`src/irqep_pkg.sv`:
```
// Constants shared by the interrupt enable / priority register block
`default_nettype none
package irqep_pkg;
  // Register indices; the byte address on APB is four times the index
  localparam logic [7:0] IDX_ENABLE2 = 8'hB1; // Second enable register
  localparam logic [7:0] IDX_PRIO_UPPER = 8'hB7; // Priority-high register
  localparam logic [7:0] IDX_CTRL = 8'hC0; // Global enable and priority-low bits
  localparam logic [7:0] IDX_AUX_PRIO = 8'hC1; // Levels of pulse-measure and power-fail
  localparam logic [7:0] IDX_STATUS = 8'hC2; // Sticky event flags, cleared by read
  localparam logic [7:0] IDX_MASK = 8'hC3; // Interrupt mask, same layout as status
  localparam int ADDR_W = 12; // APB address width
  // Field positions of the second enable register
  localparam int EN2_PULSE = 0; // Pulse-measure enable
  localparam int EN2_CTR_LO = 1; // Counter channel 1 enable
  localparam int EN2_PF = 7; // Power-fail enable
  localparam logic [7:0] EN2_WMASK = 8'h9F; // Writable bits; 5 and 6 reserved
  localparam logic [7:0] PRIO_WMASK = 8'h7F; // Writable bits; 7 reserved
  localparam int CTRL_GIE = 7; // Global enable in control register
  localparam int GRP_COUNTER = 6; // Counter group position in priority registers
  localparam int NGRP = 7; // Priority groups
  // Source numbering, lower number wins a tie in level
  localparam int SRC_PULSE = 0; // Pulse-measure unit
  localparam int SRC_CTR1 = 1; // Counter channels occupy 1 to 4
  localparam int SRC_PF = 5; // Power-fail
  localparam int NSRC = 6; // Forwarded sources
  localparam logic [7:0] EN2_RST = 8'h00; // Reset values
  localparam logic [7:0] PRIO_RST = 8'h00;
  localparam logic [7:0] CTRL_RST = 8'h00;
  localparam logic [7:0] AUX_RST = 8'h00;
  localparam logic [7:0] MASK_RST = 8'h00;
endpackage : irqep_pkg
`default_nettype wire

```
`src/irqep_arb_if.sv`:
```
// Interface between register block and priority arbiter
`timescale 1ns/1ps
`default_nettype none
interface irqep_arb_if;
  logic [5:0] req; // Forwarded requests, one per source
  logic [6:0] prio_hi; // Priority-high bits per group
  logic [6:0] prio_lo; // Priority-low bits per group
  logic [3:0] aux_lvl; // Pulse-measure level [1:0], power-fail level [3:2]
  logic win_valid; // Some request pending
  logic [2:0] win_id; // Winning source
  logic [1:0] win_level; // Its level
  logic [13:0] grp_level; // Two-bit level of each group
  modport ctl (output req, prio_hi, prio_lo, aux_lvl, input win_valid, win_id, win_level,
    grp_level);
  modport arb (input req, prio_hi, prio_lo, aux_lvl, output win_valid, win_id, win_level,
    grp_level);
endinterface : irqep_arb_if
`default_nettype wire

```
`src/irqep_arb.sv`:
```
// Priority level forming and arbitration among forwarded requests
`timescale 1ns/1ps
`default_nettype none
module irqep_arb
  import irqep_pkg::*;
(
  irqep_arb_if.arb a
);
  // Level of every group: high bit above, low bit below
  genvar g;
  generate
    for (g = 0; g < NGRP; g++) begin : g_lvl
      assign a.grp_level[2*g+1 -: 2] = {a.prio_hi[g], a.prio_lo[g]};
    end
  endgenerate

  // Highest level wins; on equal level the lower source number is kept
  always_comb begin
    logic [1:0] lvl;
    lvl = 2'h0;
    a.win_valid = 1'b0;
    a.win_id = 3'h0;
    a.win_level = 2'h0;
    for (int i = 0; i < NSRC; i++) begin
      if (i == SRC_PULSE) begin
        lvl = a.aux_lvl[1:0];
      end else if (i == SRC_PF) begin
        lvl = a.aux_lvl[3:2];
      end else begin
        lvl = a.grp_level[2*GRP_COUNTER+1 -: 2]; // Counters share the counter group level
      end
      if (a.req[i] && (!a.win_valid || lvl > a.win_level)) begin
        a.win_valid = 1'b1;
        a.win_id = 3'(i);
        a.win_level = lvl;
      end
    end
  end
endmodule : irqep_arb
`default_nettype wire

```
`src/irqep_regs.sv`:
```
// Interrupt enable and priority-high registers with APB slave and arbiter
`timescale 1ns/1ps
`default_nettype none
module irqep_regs
  import irqep_pkg::*;
(
  input wire logic pclk,
  input wire logic presetn,
  input wire logic psel,
  input wire logic penable,
  input wire logic pwrite,
  input wire logic [ADDR_W-1:0] paddr,
  input wire logic [31:0] pwdata,
  output logic [31:0] prdata,
  output logic pready,
  output logic pslverr,
  input wire logic [5:0] src_req,
  output logic [5:0] fwd_req,
  output logic [13:0] grp_level,
  output logic core_irq_req,
  output logic [2:0] core_irq_id,
  output logic [1:0] core_irq_level,
  output logic irq
);
  // Register state
  logic [7:0] en2_q, en2_d; // Second enable register
  logic [7:0] prio_q, prio_d; // Priority-high register
  logic [7:0] ctrl_q, ctrl_d; // Global enable and priority-low bits
  logic [7:0] aux_q, aux_d; // Extra source levels
  logic [5:0] stat_q, stat_d; // Sticky event flags
  logic [5:0] mask_q, mask_d; // Interrupt mask
  logic [31:0] prdata_q, prdata_d; // Read data
  logic pready_q, pready_d; // Access-phase answer
  logic pslverr_q, pslverr_d; // Unmapped address flag
  // Outputs toward the core
  logic [5:0] fwd_q, fwd_d; // Gated requests
  logic [13:0] lvl_q, lvl_d; // Group levels
  logic req_q, req_d; // Pending request to core
  logic [2:0] id_q, id_d; // Winning source
  logic [1:0] wl_q, wl_d; // Winning level
  logic irq_q, irq_d; // Level interrupt
  logic [5:0] en_bits; // Per-source enables in source order
  logic acc; // Completing access
  logic [7:0] rd8; // Selected register value

  irqep_arb_if ai ();

  // Arbiter works on the registered requests so levels and ids stay aligned
  irqep_arb u_arb (
    .a(ai.arb)
  );

  // Address decode used for both reads and writes
  function automatic logic hit(input logic [ADDR_W-1:0] addr, input logic [7:0] idx);
    hit = (addr == {2'h0, idx, 2'h0});
  endfunction : hit

  assign acc = psel && penable && pready_q;
  assign en_bits = {en2_q[EN2_PF], en2_q[EN2_CTR_LO +: 4], en2_q[EN2_PULSE]};
  assign ai.req = fwd_q;
  assign ai.prio_hi = prio_q[6:0];
  assign ai.prio_lo = ctrl_q[6:0];
  assign ai.aux_lvl = aux_q[3:0];

  // Read mux; reserved bits are not stored so they read zero
  always_comb begin
    rd8 = 8'h00;
    if (hit(paddr, IDX_ENABLE2)) begin
      rd8 = en2_q & EN2_WMASK;
    end else if (hit(paddr, IDX_PRIO_UPPER)) begin
      rd8 = prio_q & PRIO_WMASK;
    end else if (hit(paddr, IDX_CTRL)) begin
      rd8 = ctrl_q;
    end else if (hit(paddr, IDX_AUX_PRIO)) begin
      rd8 = aux_q;
    end else if (hit(paddr, IDX_STATUS)) begin
      rd8 = {2'h0, stat_q};
    end else if (hit(paddr, IDX_MASK)) begin
      rd8 = {2'h0, mask_q};
    end
  end

  // Next state of registers, bus answer and core outputs
  always_comb begin
    en2_d = en2_q;
    prio_d = prio_q;
    ctrl_d = ctrl_q;
    aux_d = aux_q;
    mask_d = mask_q;
    stat_d = stat_q;
    // One wait state: answer in the second access cycle, then drop
    pready_d = psel && penable && !pready_q;
    prdata_d = prdata_q;
    pslverr_d = 1'b0;
    if (psel && penable && !pready_q) begin
      prdata_d = {24'h0, rd8};
      pslverr_d = !(hit(paddr, IDX_ENABLE2) || hit(paddr, IDX_PRIO_UPPER) ||
        hit(paddr, IDX_CTRL) || hit(paddr, IDX_AUX_PRIO) || hit(paddr, IDX_STATUS) ||
        hit(paddr, IDX_MASK));
    end
    if (acc && pwrite) begin
      // Reserved positions are dropped so a stray one never reaches logic
      if (hit(paddr, IDX_ENABLE2)) en2_d = pwdata[7:0] & EN2_WMASK;
      if (hit(paddr, IDX_PRIO_UPPER)) prio_d = pwdata[7:0] & PRIO_WMASK;
      if (hit(paddr, IDX_CTRL)) ctrl_d = pwdata[7:0];
      if (hit(paddr, IDX_AUX_PRIO)) aux_d = {4'h0, pwdata[3:0]};
      if (hit(paddr, IDX_MASK)) mask_d = pwdata[5:0];
    end
    // Read clears status; a new event in the same cycle survives
    if (acc && !pwrite && hit(paddr, IDX_STATUS)) stat_d = 6'h00;
    // Forward only enabled requests, and only with global enable set
    fwd_d = src_req & en_bits & {NSRC{ctrl_q[CTRL_GIE]}};
    stat_d = stat_d | (fwd_d & ~fwd_q);
    irq_d = |(stat_d & mask_d);
    lvl_d = ai.grp_level;
    req_d = ai.win_valid;
    id_d = ai.win_id;
    wl_d = ai.win_level;
  end

  // Register stage, cleared to constants by reset
  always_ff @(posedge pclk or negedge presetn) begin
    if (!presetn) begin
      en2_q <= EN2_RST;
      prio_q <= PRIO_RST;
      ctrl_q <= CTRL_RST;
      aux_q <= AUX_RST;
      mask_q <= 6'h00;
      stat_q <= 6'h00;
      prdata_q <= 32'h0000_0000;
      pready_q <= 1'b0;
      pslverr_q <= 1'b0;
      fwd_q <= 6'h00;
      lvl_q <= 14'h0000;
      req_q <= 1'b0;
      id_q <= 3'h0;
      wl_q <= 2'h0;
      irq_q <= 1'b0;
    end else begin
      en2_q <= en2_d;
      prio_q <= prio_d;
      ctrl_q <= ctrl_d;
      aux_q <= aux_d;
      mask_q <= mask_d;
      stat_q <= stat_d;
      prdata_q <= prdata_d;
      pready_q <= pready_d;
      pslverr_q <= pslverr_d;
      fwd_q <= fwd_d;
      lvl_q <= lvl_d;
      req_q <= req_d;
      id_q <= id_d;
      wl_q <= wl_d;
      irq_q <= irq_d;
    end
  end

  assign prdata = prdata_q;
  assign pready = pready_q;
  assign pslverr = pslverr_q;
  assign fwd_req = fwd_q;
  assign grp_level = lvl_q;
  assign core_irq_req = req_q;
  assign core_irq_id = id_q;
  assign core_irq_level = wl_q;
  assign irq = irq_q;

  // Checks
  chk_pf_gate: assert property (@(posedge pclk) disable iff (!presetn)
    fwd_q[SRC_PF] |-> $past(src_req[SRC_PF] && en2_q[EN2_PF]))
    else $error("power-fail forwarded without enable");
  chk_ctr_gate: assert property (@(posedge pclk) disable iff (!presetn)
    $past(ctrl_q[CTRL_GIE]) |-> fwd_q[4:1] == $past(src_req[4:1] & en2_q[4:1]))
    else $error("counter gating wrong");
  chk_pulse_gate: assert property (@(posedge pclk) disable iff (!presetn)
    $past(ctrl_q[CTRL_GIE] && src_req[SRC_PULSE] && en2_q[EN2_PULSE]) |-> fwd_q[SRC_PULSE])
    else $error("pulse-measure request dropped");
  chk_global_off: assert property (@(posedge pclk) disable iff (!presetn)
    !ctrl_q[CTRL_GIE] |=> fwd_q == 6'h00)
    else $error("request forwarded with global enable clear");
  chk_reserved_zero: assert property (@(posedge pclk) disable iff (!presetn)
    en2_q[6:5] == 2'h0 && !prio_q[7])
    else $error("reserved bit stored");
  chk_level_form: assert property (@(posedge pclk) disable iff (!presetn)
    ##1 lvl_q[13:12] == $past({prio_q[6], ctrl_q[6]}))
    else $error("counter level not high over low");
  chk_winner_max: assert property (@(posedge pclk) disable iff (!presetn)
    $past(fwd_q[SRC_PF] && aux_q[3:2] == 2'h3) |-> req_q && wl_q == 2'h3)
    else $error("highest level not chosen");
  chk_prio_write: assert property (@(posedge pclk) disable iff (!presetn)
    acc && pwrite && hit(paddr, IDX_PRIO_UPPER) |=> prio_q == $past(pwdata[7:0] & PRIO_WMASK))
    else $error("priority-high write lost");
  chk_ready_pulse: assert property (@(posedge pclk) disable iff (!presetn)
    pready_q |=> !pready_q)
    else $error("ready held two cycles");
  cov_pf_fwd: cover property (@(posedge pclk) disable iff (!presetn) fwd_q[SRC_PF]);
  cov_irq: cover property (@(posedge pclk) disable iff (!presetn) $rose(irq_q));
  cov_two_pending: cover property (@(posedge pclk) disable iff (!presetn)
    fwd_q[SRC_PULSE] && fwd_q[SRC_CTR1]);
  cov_pf_wins: cover property (@(posedge pclk) disable iff (!presetn)
    req_q && id_q == 3'(SRC_PF) && wl_q == 2'h3);
  // A cleared enable must block the power-fail source on the next edge
  chk_pf_blocked: assert property (@(posedge pclk) disable iff (!presetn)
    !en2_q[EN2_PF] |=> !fwd_q[SRC_PF])
    else $error("power-fail forwarded while disabled");
  // Reserved enable bits must come back as zero on every read
  chk_reserved_read: assert property (@(posedge pclk) disable iff (!presetn)
    acc && !pwrite && hit(paddr, IDX_ENABLE2) |-> prdata_q[6:5] == 2'h0)
    else $error("reserved enable bits read as one");
  // A new event must survive a read-clear of status in the same cycle
  chk_status_set: assert property (@(posedge pclk) disable iff (!presetn)
    (fwd_d & ~fwd_q) != 6'h00 |=> (stat_q & $past(fwd_d & ~fwd_q)) == $past(fwd_d & ~fwd_q))
    else $error("new event lost from status");
endmodule : irqep_regs
`default_nettype wire

```
`config.mk`:
```
export PLATFORM = sky130hd
export DESIGN_NAME = irqep_regs
export DESIGN_NICKNAME = d
export VERILOG_FILES = /design/src/irqep_pkg.sv /design/src/irqep_arb_if.sv /design/src/irqep_arb.sv /design/src/irqep_regs.sv
export SDC_FILE = /design/constraint.sdc
export NUM_CORES = 1
export LEC_CHECK = 0
export BUFFER_PORTS_ARGS = -buffer_cell sky130_fd_sc_hd__buf_2
export CAP_MARGIN = 20
export CORE_ASPECT_RATIO = 2
export CORE_UTILIZATION = 40
export CTS_CLUSTER_DIAMETER = 200
export DETAILED_ROUTE_END_ITERATION = 6
export PLACE_DENSITY_LB_ADDON = 0.3
export SLEW_MARGIN = 40
export SYNTH_ARGS = -nofsm -noshare
export SYNTH_HDL_FRONTEND = slang
export SYNTH_SLANG_ARGS = --single-unit
```
`constraint.sdc`:
```
create_clock -name pclk -period 8.54 [get_ports pclk]
set_clock_uncertainty 0.15 [all_clocks]
set_input_delay 1.708 -clock pclk [delete_from_list [all_inputs] [get_ports pclk]]
set_output_delay 1.708 -clock pclk [all_outputs]
set_load 0.02 [all_outputs]
```
==> results of run 1 <==
-- sequential cells by signal (all words and copies together) (netlist names) --
| name | count |
|---|---|
| core_irq_level | 2 |
| en2_q | 6 |
| mask_q | 6 |
| aux_q | 4 |
| stat_q | 6 |
| irq | 1 |
| core_irq_id | 3 |
| core_irq_req | 1 |
| prio_q | 7 |
| ctrl_q | 8 |
| pready | 1 |
| pslverr | 1 |
| grp_level | 14 |
| fwd_req | 6 |
| prdata | 8 |
-- routing by layer --
layer,vias up,track usage (%),routed length (um)
li1,1188,-,-
met1,1271,20.0,3110
met2,90,35.2,4830
met3,20,3.11,268
met4,0,10.3,276
met5,-,0,0
-- area by class of cell --
class	count	area (um^2)
clock inverters	3	40.0
fillers	798	4500
well taps	100	125
repair buffers	67	342
inverters	12	45.0
flip-flops and latches	74	1850
multi-input cells	208	1570
clock buffers	13	240
-- kinds of logic (layout without fill, tap and decap cells) --
| kind of cell | count (synthesis) | after routing | share of synthesized area (%) |
|---|---|---|---|
| adders and majority gates | 10 | 10 | 3.47 |
| AOI/OAI and AO/OA | 62 | 62 | 11.2 |
| DFF | 74 | 74 | 51.3 |
| buffers and inverters | 44 | 95 | 7.87 |
| and+or+nand+nor | 71 | 71 | 12.8 |
| muxes | 41 | 41 | 13.2 |
| other | 1 | 24 | 0.104 |
-- stage by stage --
stage	util (%)	total power, uW	std cells
detailed placement	45.1	417	461
finish	48.3	769	477
global route	48.3	794	477
floorplan	-	398	326
CTS	48.3	774	477
global placement	45.0	416	461
-- worst reg2reg max path, delay by kind of cell (launching register included) --
family | cells | cell delay (ns)
AO/OA/AOI/OAI | 12 | 2.54
buffers and inverters | 1 | 0.07
flip-flops | 1 | 0.52
AND/OR/NAND/NOR | 9 | 1.58
multiplexers | 3 | 0.82
adder cells (fa/ha/maj) | 5 | 1.32
-- report_power, final --
group	switching (uW)	internal (uW)
clock	133	226
combinational	38.0	13.5
sequential	3.13	356
-- worst max-delay path by stage --
stage	from	endpoint	cells after the start
floorplan	fwd_req[0]	core_irq_level[0]	30
global placement	fwd_req[0]	core_irq_level[0]	30
detailed placement	fwd_req[0]	core_irq_level[1]	30
CTS	fwd_req[0]	core_irq_level[1]	30
global route	fwd_req[0]	core_irq_level[1]	30
finish	fwd_req[0]	core_irq_level[0]	30
-- layout by cell type (no fill, tap or decap), types with 3 or more instances in the layout --
cell	netlist	routed
mux2_2	29	29
mux2i_1	5	5
nor2b_1	7	7
o21ai_0	17	17
a22o_1	6	6
nand2_1	12	12
nand3_1	4	4
mux2_4	6	6
clkbuf_1	3	4
a22oi_1	13	13
and3_1	9	9
clkbuf_16	0	9
ha_1	10	10
a21oi_1	14	14
nor2_1	13	13
inv_1	12	12
or2_2	3	3
conb_1	1	24
buf_2	2	66
dfrtp_1	74	74
==> results.json, run 1 <==
{
  "cp.arrival_ns": 7.15,
  "fin_area_um2": 4210,
  "path_delay_family": "compound AO/OA/AOI/OAI gates",
  "hold_path.class": "reg -> reg",
  "yosysWarningCount": 0,
  "place_ws_ns": 1.56,
  "synth_top_cells_by_count": "dfrtp_1 (74), mux2_2 (29), buf_4 (24)",
  "drcViolationCount": 0,
  "grt_antenna_before_repair": 0,
  "slowest_stage": "dfrtp_1",
  "initial_core_util_pct": 41.5,
  "status": "complete, no violations",
  "min_period_ns": 7.07,
  "pin_count": 116,
  "relSlewSlack_pct": 50.0,
  "r2r-end": "core_irq_level[0]",
  "worstMarginPinSlew_ns": 0.744,
  "cts_setup_buffers": 0,
  "path_buf_inv": 1,
  "grt_setup_unrepaired": "false",
  "hp-start": "ctrl_q[3]",
  "ys_types": 49,
  "synth_cells": 303,
  "worstSetupPathType": "reg -> reg",
  "port_buffers": 67,
  "ys.flop_type": "dfrtp_1",
  "cts_buffers": 9,
  "post_dp_cell_area_um2": 3930,
  "fmax_ghz": 0.141,
  "syn-mean-instance-area_um2": 11.9,
  "num_vias": 2569,
  "synth_edf_count": 0,
  "cp_max_fo": 9,
  "grt_util_all_layers_pct": 18.9,
  "layout_setup_ws_ns": 1.47,
  "yosys.area.top_type": "dfrtp_1",
  "cts_buffer_depth": 2,
  "ctsResizeCount": 0,
  "ir_worst_vdd_mv": 0.152,
  "path_clk_slew_ns": 0.06,
  "hold_depth": 0,
  "grt_pass1_vias": 2671,
  "dieArea_um2": 9430,
  "dr.pass1.iters": 4,
  "die_width_um": 69.2,
  "grt_pass1_wl_um": 13500,
  "numClockSinks": 74,
  "finalSetupViolations": 0,
  "syn2layout_area_growth_pct": 16.6,
  "async_flop_share_pct": 100,
  "worst_r2r_path_depth": 30,
  "whs_ns": 0.249,
  "tritoncts": "done",
  "wl_per_cell_um": 17.8,
  "worstPathRequired_ns": 8.62,
  "rows": 48,
  "endpoint_kind": "flip-flop",
  "layout.nets": 437,
  "synth-seq-cells": 74,
  "yosysMostFrequentCell": "dfrtp_1",
  "final_hold_viol_count": 0,
  "via_per_inst": 5.39,
  "insertion_delay_ns": 0.32,
  "tns_ns": 0,
  "diodes": 0,
  "critPathLaunchType": "flip-flop",
  "regToRegSetupSlack_ns": 1.47,
  "cpPeakStageDelay_ns": 0.52,
  "leakagePower_uw": 0.00220,
  "netlist.area_leader.share_pct": 51.3,
  "grt_max_degree": 75,
  "p_per_area_nw_per_um2": 183,
  "design.core.area_um2": 8710,
  "r2r_start": "fwd_req[0]",
  "totalWireLength_um": 8490,
  "post-route-period-util_pct": 82.8,
  "grt_overflow": 0,
  "postCtsHoldBufs": 0,
  "min_to": "grp_level[6]",
  "dp_hpwl_um": 6360,
  "maxCapViolations": 0,
  "synth_area_leaders": "dfrtp_1 (51%), mux2_2 (9.0%), buf_4 (5.0%)",
  "cts_root_buf": "clkbuf_16",
  "synthesis.area_um2": 3610,
  "ant_nets": 0,
  "htreeDepth": 3,
  "drtIter0Drc": 139,
  "synth.yosys.seq_area_share_pct": 51.3,
  "drive_above_1_share_pct": 33.7,
  "slew_viol_final": 0,
  "gp_congestion": 0.869,
  "die_h_um": 136
}
(Power assumes the default switching activity.)
==> inputs of run 2 (changes only) <==
- clock period: 8.54 -> 5.9 ns (I/O delays scaled with it)
==> results.json, run 2 (synthesis gave the netlist of run 1 again) <==
{
  "status": "complete, no violations",
  "totalWireLength_um": 9140,
  "die_h_um": 136,
  "tritoncts": "done",
  "worstMarginPinSlew_ns": 0.753,
  "drive_above_1_share_pct": 47.9,
  "gp_congestion": 0.833,
  "cts_root_buf": "clkbuf_16",
  "post-route-period-util_pct": 99.4,
  "dp_cells": 482,
  "cp.arrival_ns": 5.91,
  "layout.nets": 467,
  "slowest_stage": "dfrtp_2",
  "num_vias": 2737,
  "diodes": 0,
  "numClockSinks": 74,
  "maxCapViolations": 0,
  "final_cell_mix": "dfrtp_1 (73), buf_2 (66), buf_4 (29), mux2_2 (28), conb_1 (24)",
  "dp_hpwl_um": 6620,
  "fmax_ghz": 0.171,
  "nFillCells": 762,
  "via_per_inst": 5.40,
  "ant_nets": 0,
  "endpoint_kind": "flip-flop",
  "design.core.area_um2": 8710,
  "dr.pass1.iters": 6,
  "grt_overflow": 0,
  "grt_max_degree": 75,
  "worstSetupPathType": "reg -> reg",
  "rows": 48,
  "leakagePower_uw": 0.00244,
  "worstPathRequired_ns": 5.95,
  "slew_viol_final": 0,
  "finalCoreUtilization_pct": 53.9,
  "grt_antenna_before_repair": 0,
  "min_period_ns": 5.86,
  "drcViolationCount": 0,
  "layout_setup_ws_ns": 0.0364,
  "largest_reg_flops": 14,
  "grt_util_all_layers_pct": 20.3,
  "insertion_delay_ns": 0.33,
  "cts_buffers": 9,
  "mostFrequentLayoutCell": "dfrtp_1",
  "port_buffers": 67,
  "final_hold_viol_count": 0,
  "die_width_um": 69.2,
  "cp_max_fo": 7,
  "finalSetupViolations": 0,
  "crit_top_cell": "nor2b_4",
  "pin_count": 116,
  "grt_pass1_vias": 2896,
  "critPathLaunchType": "flip-flop",
  "p_per_area_nw_per_um2": 244,
  "drtIter0Drc": 115,
  "initial_core_util_pct": 41.5,
  "cts_buffer_depth": 2,
  "place_ws_ns": -0.477,
  "final_cells": 507,
  "grt_pass1_wl_um": 14400,
  "ir_worst_vdd_mv": 0.151,
  "htreeDepth": 3,
  "grt_setup_unrepaired": "true",
  "tns_ns": 0,
  "dieArea_um2": 9430,
  "wl_per_cell_um": 18.0,
  "multi_input_area_um2": 1800,
  "cpPeakStageDelay_ns": 0.41,
  "relSlewSlack_pct": 49.4,
  "whs_ns": 0.251,
  "path_clk_slew_ns": 0.06,
  "regArea_um2": 1850,
  "hold_path.class": "reg -> reg",
  "syn2layout_area_growth_pct": 30.1
}
[run 2: final timing paths]
kind                       slack, ns       start  cells after the start                 to
max                             0.04  fwd_req[0]                     30  core_irq_level[0]
max in group asynchronous       4.39     presetn                      1         fwd_req[0]
max reg2reg                     0.04  fwd_req[0]                     30  core_irq_level[0]
min                             0.25   prio_q[2]                      0       grp_level[5]
min reg2reg                     0.25   prio_q[2]                      0       grp_level[5]
min in group asynchronous       0.71     presetn                      1          prdata[7]
[run 2: repair_timing]
| item | in CTS | in global routing |
|---|---|---|
| setup endpoints to repair | 5 | 5 |
| hold endpoints to repair | 0 | 0 |
| hold buffers | 0 | 0 |
| resized for setup | 37 | 15 |
| buffers inserted | 6 | 3 |
| pin swaps | 20 | 18 |
| gates cloned | 0 | 0 |
[run 2: layout make-up]
class                           instances  area share (%)
Clock inverter                          5            1.12
Inverter                               12           0.959
Sequential cell                        74            39.5
Timing Repair Buffer                   97            12.1
Clock buffer                           11            5.38
Tap cell                              100            2.66
Multi-Input combinational cell        208            38.3
[run 2: power by group]
group          total, uW  internal (uW)  switching [uW]
clock network        552            348             204
registers            519            515            4.40
logic               74.8           19.6            55.2
[run 2: metal layers]
metal,track usage (%),vias up,part of all wire (%)
met5,0,-,0
met4,12.5,0,3.9
met3,3.56,24,4.3
met2,37.8,98,57
met1,20.7,1358,35
li1,-,1257,-
[run 2: critical path, delay by kind of cell (launching register included)]
family | cells | cell delay (ns)
and+or+nand+nor | 10 | 1.68
DFF | 1 | 0.41
AOI/OAI and AO/OA | 10 | 1.40
adders and majority gates | 5 | 1.25
buffers and inverters | 2 | 0.23
muxes | 3 | 0.60
[run 2: through the flow]
stage | cell area (um^2) | total power (uW)
floorplan | 3710 | 576
global placement | 4090 | 602
detailed placement | 4100 | 603
CTS | 4600 | 1160
global route | 4700 | 1180
finish | 4700 | 1150
==> inputs of run 3 (changes only) <==
- ABC_AREA: default -> 1
- SETUP_SLACK_MARGIN: default -> 0.4
- SYNTH_HIERARCHICAL: default -> 1
==> results.json, run 3 <==
{
  "insertion_delay_ns": 0.34,
  "mostFrequentLayoutCell": "nand2_1",
  "hold_depth": 0,
  "wl_per_cell_um": 13.9,
  "cpPeakStageDelay_ns": 0.42,
  "drive_above_1_share_pct": 29.3,
  "synth_edf_count": 0,
  "final_cell_mix": "nand2_1 (137), dfrtp_1 (73), buf_2 (67), inv_1 (55), nor2_1 (31)",
  "yosysWarningCount": 6,
  "die_h_um": 145,
  "yosysMostFrequentCell": "nand2_1",
  "synth_area_leaders": "dfrtp_1 (45%), nand2_1 (13%), buf_4 (7.0%)",
  "grt_antenna_before_repair": 0,
  "critPathLaunchType": "flip-flop",
  "endpoint_kind": "flip-flop",
  "cp_max_fo": 6,
  "grt_max_degree": 75,
  "largest_reg_flops": 14,
  "numClockSinks": 74,
  "worst_r2r_path_depth": 47,
  "finalSetupViolations": 0,
  "synth_cells": 492,
  "grt_pass1_vias": 3165,
  "dieArea_um2": 10600,
  "path_delay_family": "simple AND/OR/NAND/NOR gates",
  "dr.pass1.iters": 4,
  "async_flop_share_pct": 100,
  "syn-mean-instance-area_um2": 8.28,
  "cts_buffers": 9,
  "final_cells": 695,
  "dp_cells": 674,
  "post-route-period-util_pct": 85.8,
  "synth-seq-cells": 74,
  "synth_top_cells_by_count": "nand2_1 (146), dfrtp_1 (74), inv_1 (58)",
  "cts_root_buf": "clkbuf_16",
  "p_per_area_nw_per_um2": 235,
  "top_usage_layer": "met2",
  "final_hold_viol_count": 0,
  "ys.flop_type": "dfrtp_1",
  "cts_buffer_depth": 2,
  "drtIter0Drc": 118,
  "grt_util_all_layers_pct": 19.8,
  "via_per_inst": 4.67,
  "status": "complete, no violations",
  "grt_util_met2_pct": 37.3,
  "postCtsHoldBufs": 0,
  "design.core.area_um2": 9830,
  "path_buf_inv": 7,
  "gr-usage-met3_pct": 3.12,
  "die_width_um": 73.3,
  "tns_ns": 0,
  "slowest_stage": "dfrtp_2",
  "grt_overflow": 0,
  "synth.yosys.seq_area_share_pct": 45.5,
  "gp_congestion": 0.842,
  "cp.arrival_ns": 5.14,
  "leakagePower_uw": 0.00261,
  "htreeDepth": 3,
  "fmax_ghz": 0.198,
  "finalCoreUtilization_pct": 48.2,
  "met1_usage_pct": 20.1,
  "diodes": 0,
  "initial_core_util_pct": 41.4,
  "hold_path.class": "reg -> reg",
  "ant_nets": 0,
  "layout.nets": 623,
  "num_vias": 3247,
  "totalWireLength_um": 9630,
  "netlist.area_leader.share_pct": 45.5,
  "grt_setup_unrepaired": "false",
  "worstPathRequired_ns": 5.98,
  "worstSetupPathType": "reg -> reg",
  "relSlewSlack_pct": 55.5,
  "worstMarginPinSlew_ns": 0.668,
  "min_period_ns": 5.06,
  "pin_count": 116,
  "rows": 51,
  "drcViolationCount": 0,
  "tritoncts": "done",
  "ir_worst_vdd_mv": 0.184,
  "port_buffers": 67,
  "path_clk_slew_ns": 0.07,
  "dp_hpwl_um": 7400,
  "grt_pass1_wl_um": 15400,
  "yosys.area.top_type": "dfrtp_1",
  "ys_types": 36,
  "crit_top_cell": "nand2_1",
  "maxCapViolations": 0,
  "slew_viol_final": 0,
  "syn2layout_area_growth_pct": 16.3,
  "synthesis.area_um2": 4070,
  "path_depth": 47
}
==> run 3: cell count changes after synthesis, moves of 13 or more <==
| cell | change |
|---|---|
| nand2_1 | +134 |
| inv_1 | +46 |
| mux2_2 | -29 |
| nand3_1 | +25 |
| o21ai_2 | +22 |
| nor2_1 | +18 |
| buf_4 | +14 |
| nand2_2 | +14 |
| a22oi_1 | -13 |
==> run 3: path summary, 6_finish.rpt <==
path,startpoint,to,slack (ns)
hold reg to reg,prio_q[5],grp_level[11],0.26
max in group asynchronous,presetn,fwd_req[0],4.29
setup / recovery,fwd_req[0],core_irq_level[1],0.84
min in group asynchronous,presetn,prdata[1],0.79
hold / removal,prio_q[5],grp_level[11],0.26
setup reg to reg,fwd_req[0],core_irq_level[1],0.84
==> run 3: worst register-to-register path: cells and delay by family, from the launching register on <==
| kind | cells | cell delay [ns] |
|---|---|---|
| simple gates | 31 | 2.04 |
| fa+ha+maj | 5 | 1.38 |
| buf+inv | 7 | 0.52 |
| flops | 1 | 0.42 |
| compound gates | 4 | 0.42 |
==> run 3: power by group <==
| part | internal [uW] | switching, uW |
|---|---|---|
| clock network | 296 | 240 |
| registers | 510 | 2.17 |
| logic | 14.7 | 51.2 |
| total | 821 | 294 |
==> run 3: cells by family after synthesis <==
logic type                 Yosys count  share of synthesized area, %
buffers and inverters              108                          14.2
other                                1                        0.0921
AOI/OAI and AO/OA                   38                          6.85
DFF                                 74                          45.5
adders and majority gates           10                          3.07
and+or+nand+nor                    261                          30.3
==> run 3: cell type report <==
cell class,count,area (um^2)
fill,1005,5090
multi-input combinational,333,1770
tap,132,165
clock inverter,7,70.1
sequential,74,1850
clock buffer,9,225
inverter,64,241
timing repair buffer,76,407
==> run 3: through the flow <==
step                      setup WS (ns)  area [um^2]  total power (uW)  hold slack (ns)
final                             0.840         4740              1110            0.263
after global routing              0.379         4740              1150            0.272
after CTS                         0.410         4650              1120            0.266
after detailed placement          0.465         4350               589            0.249
after global placement            0.639         4350               587            0.238
after floorplan                   0.928         4160               569            0.305
==> run 3: metal layers <==
metal	vias to the layer above	routed length, um
li1	1620	-
met1	1512	3490
met2	94	5460
met3	21	363
met4	0	314
met5	-	0
==> run 3: what timing repair did <==
| action | CTS | global route |
|---|---|---|
| setup endpoints to repair | 0 | 5 |
| gates resized for setup | 0 | 19 |
| setup buffers | 0 | 5 |
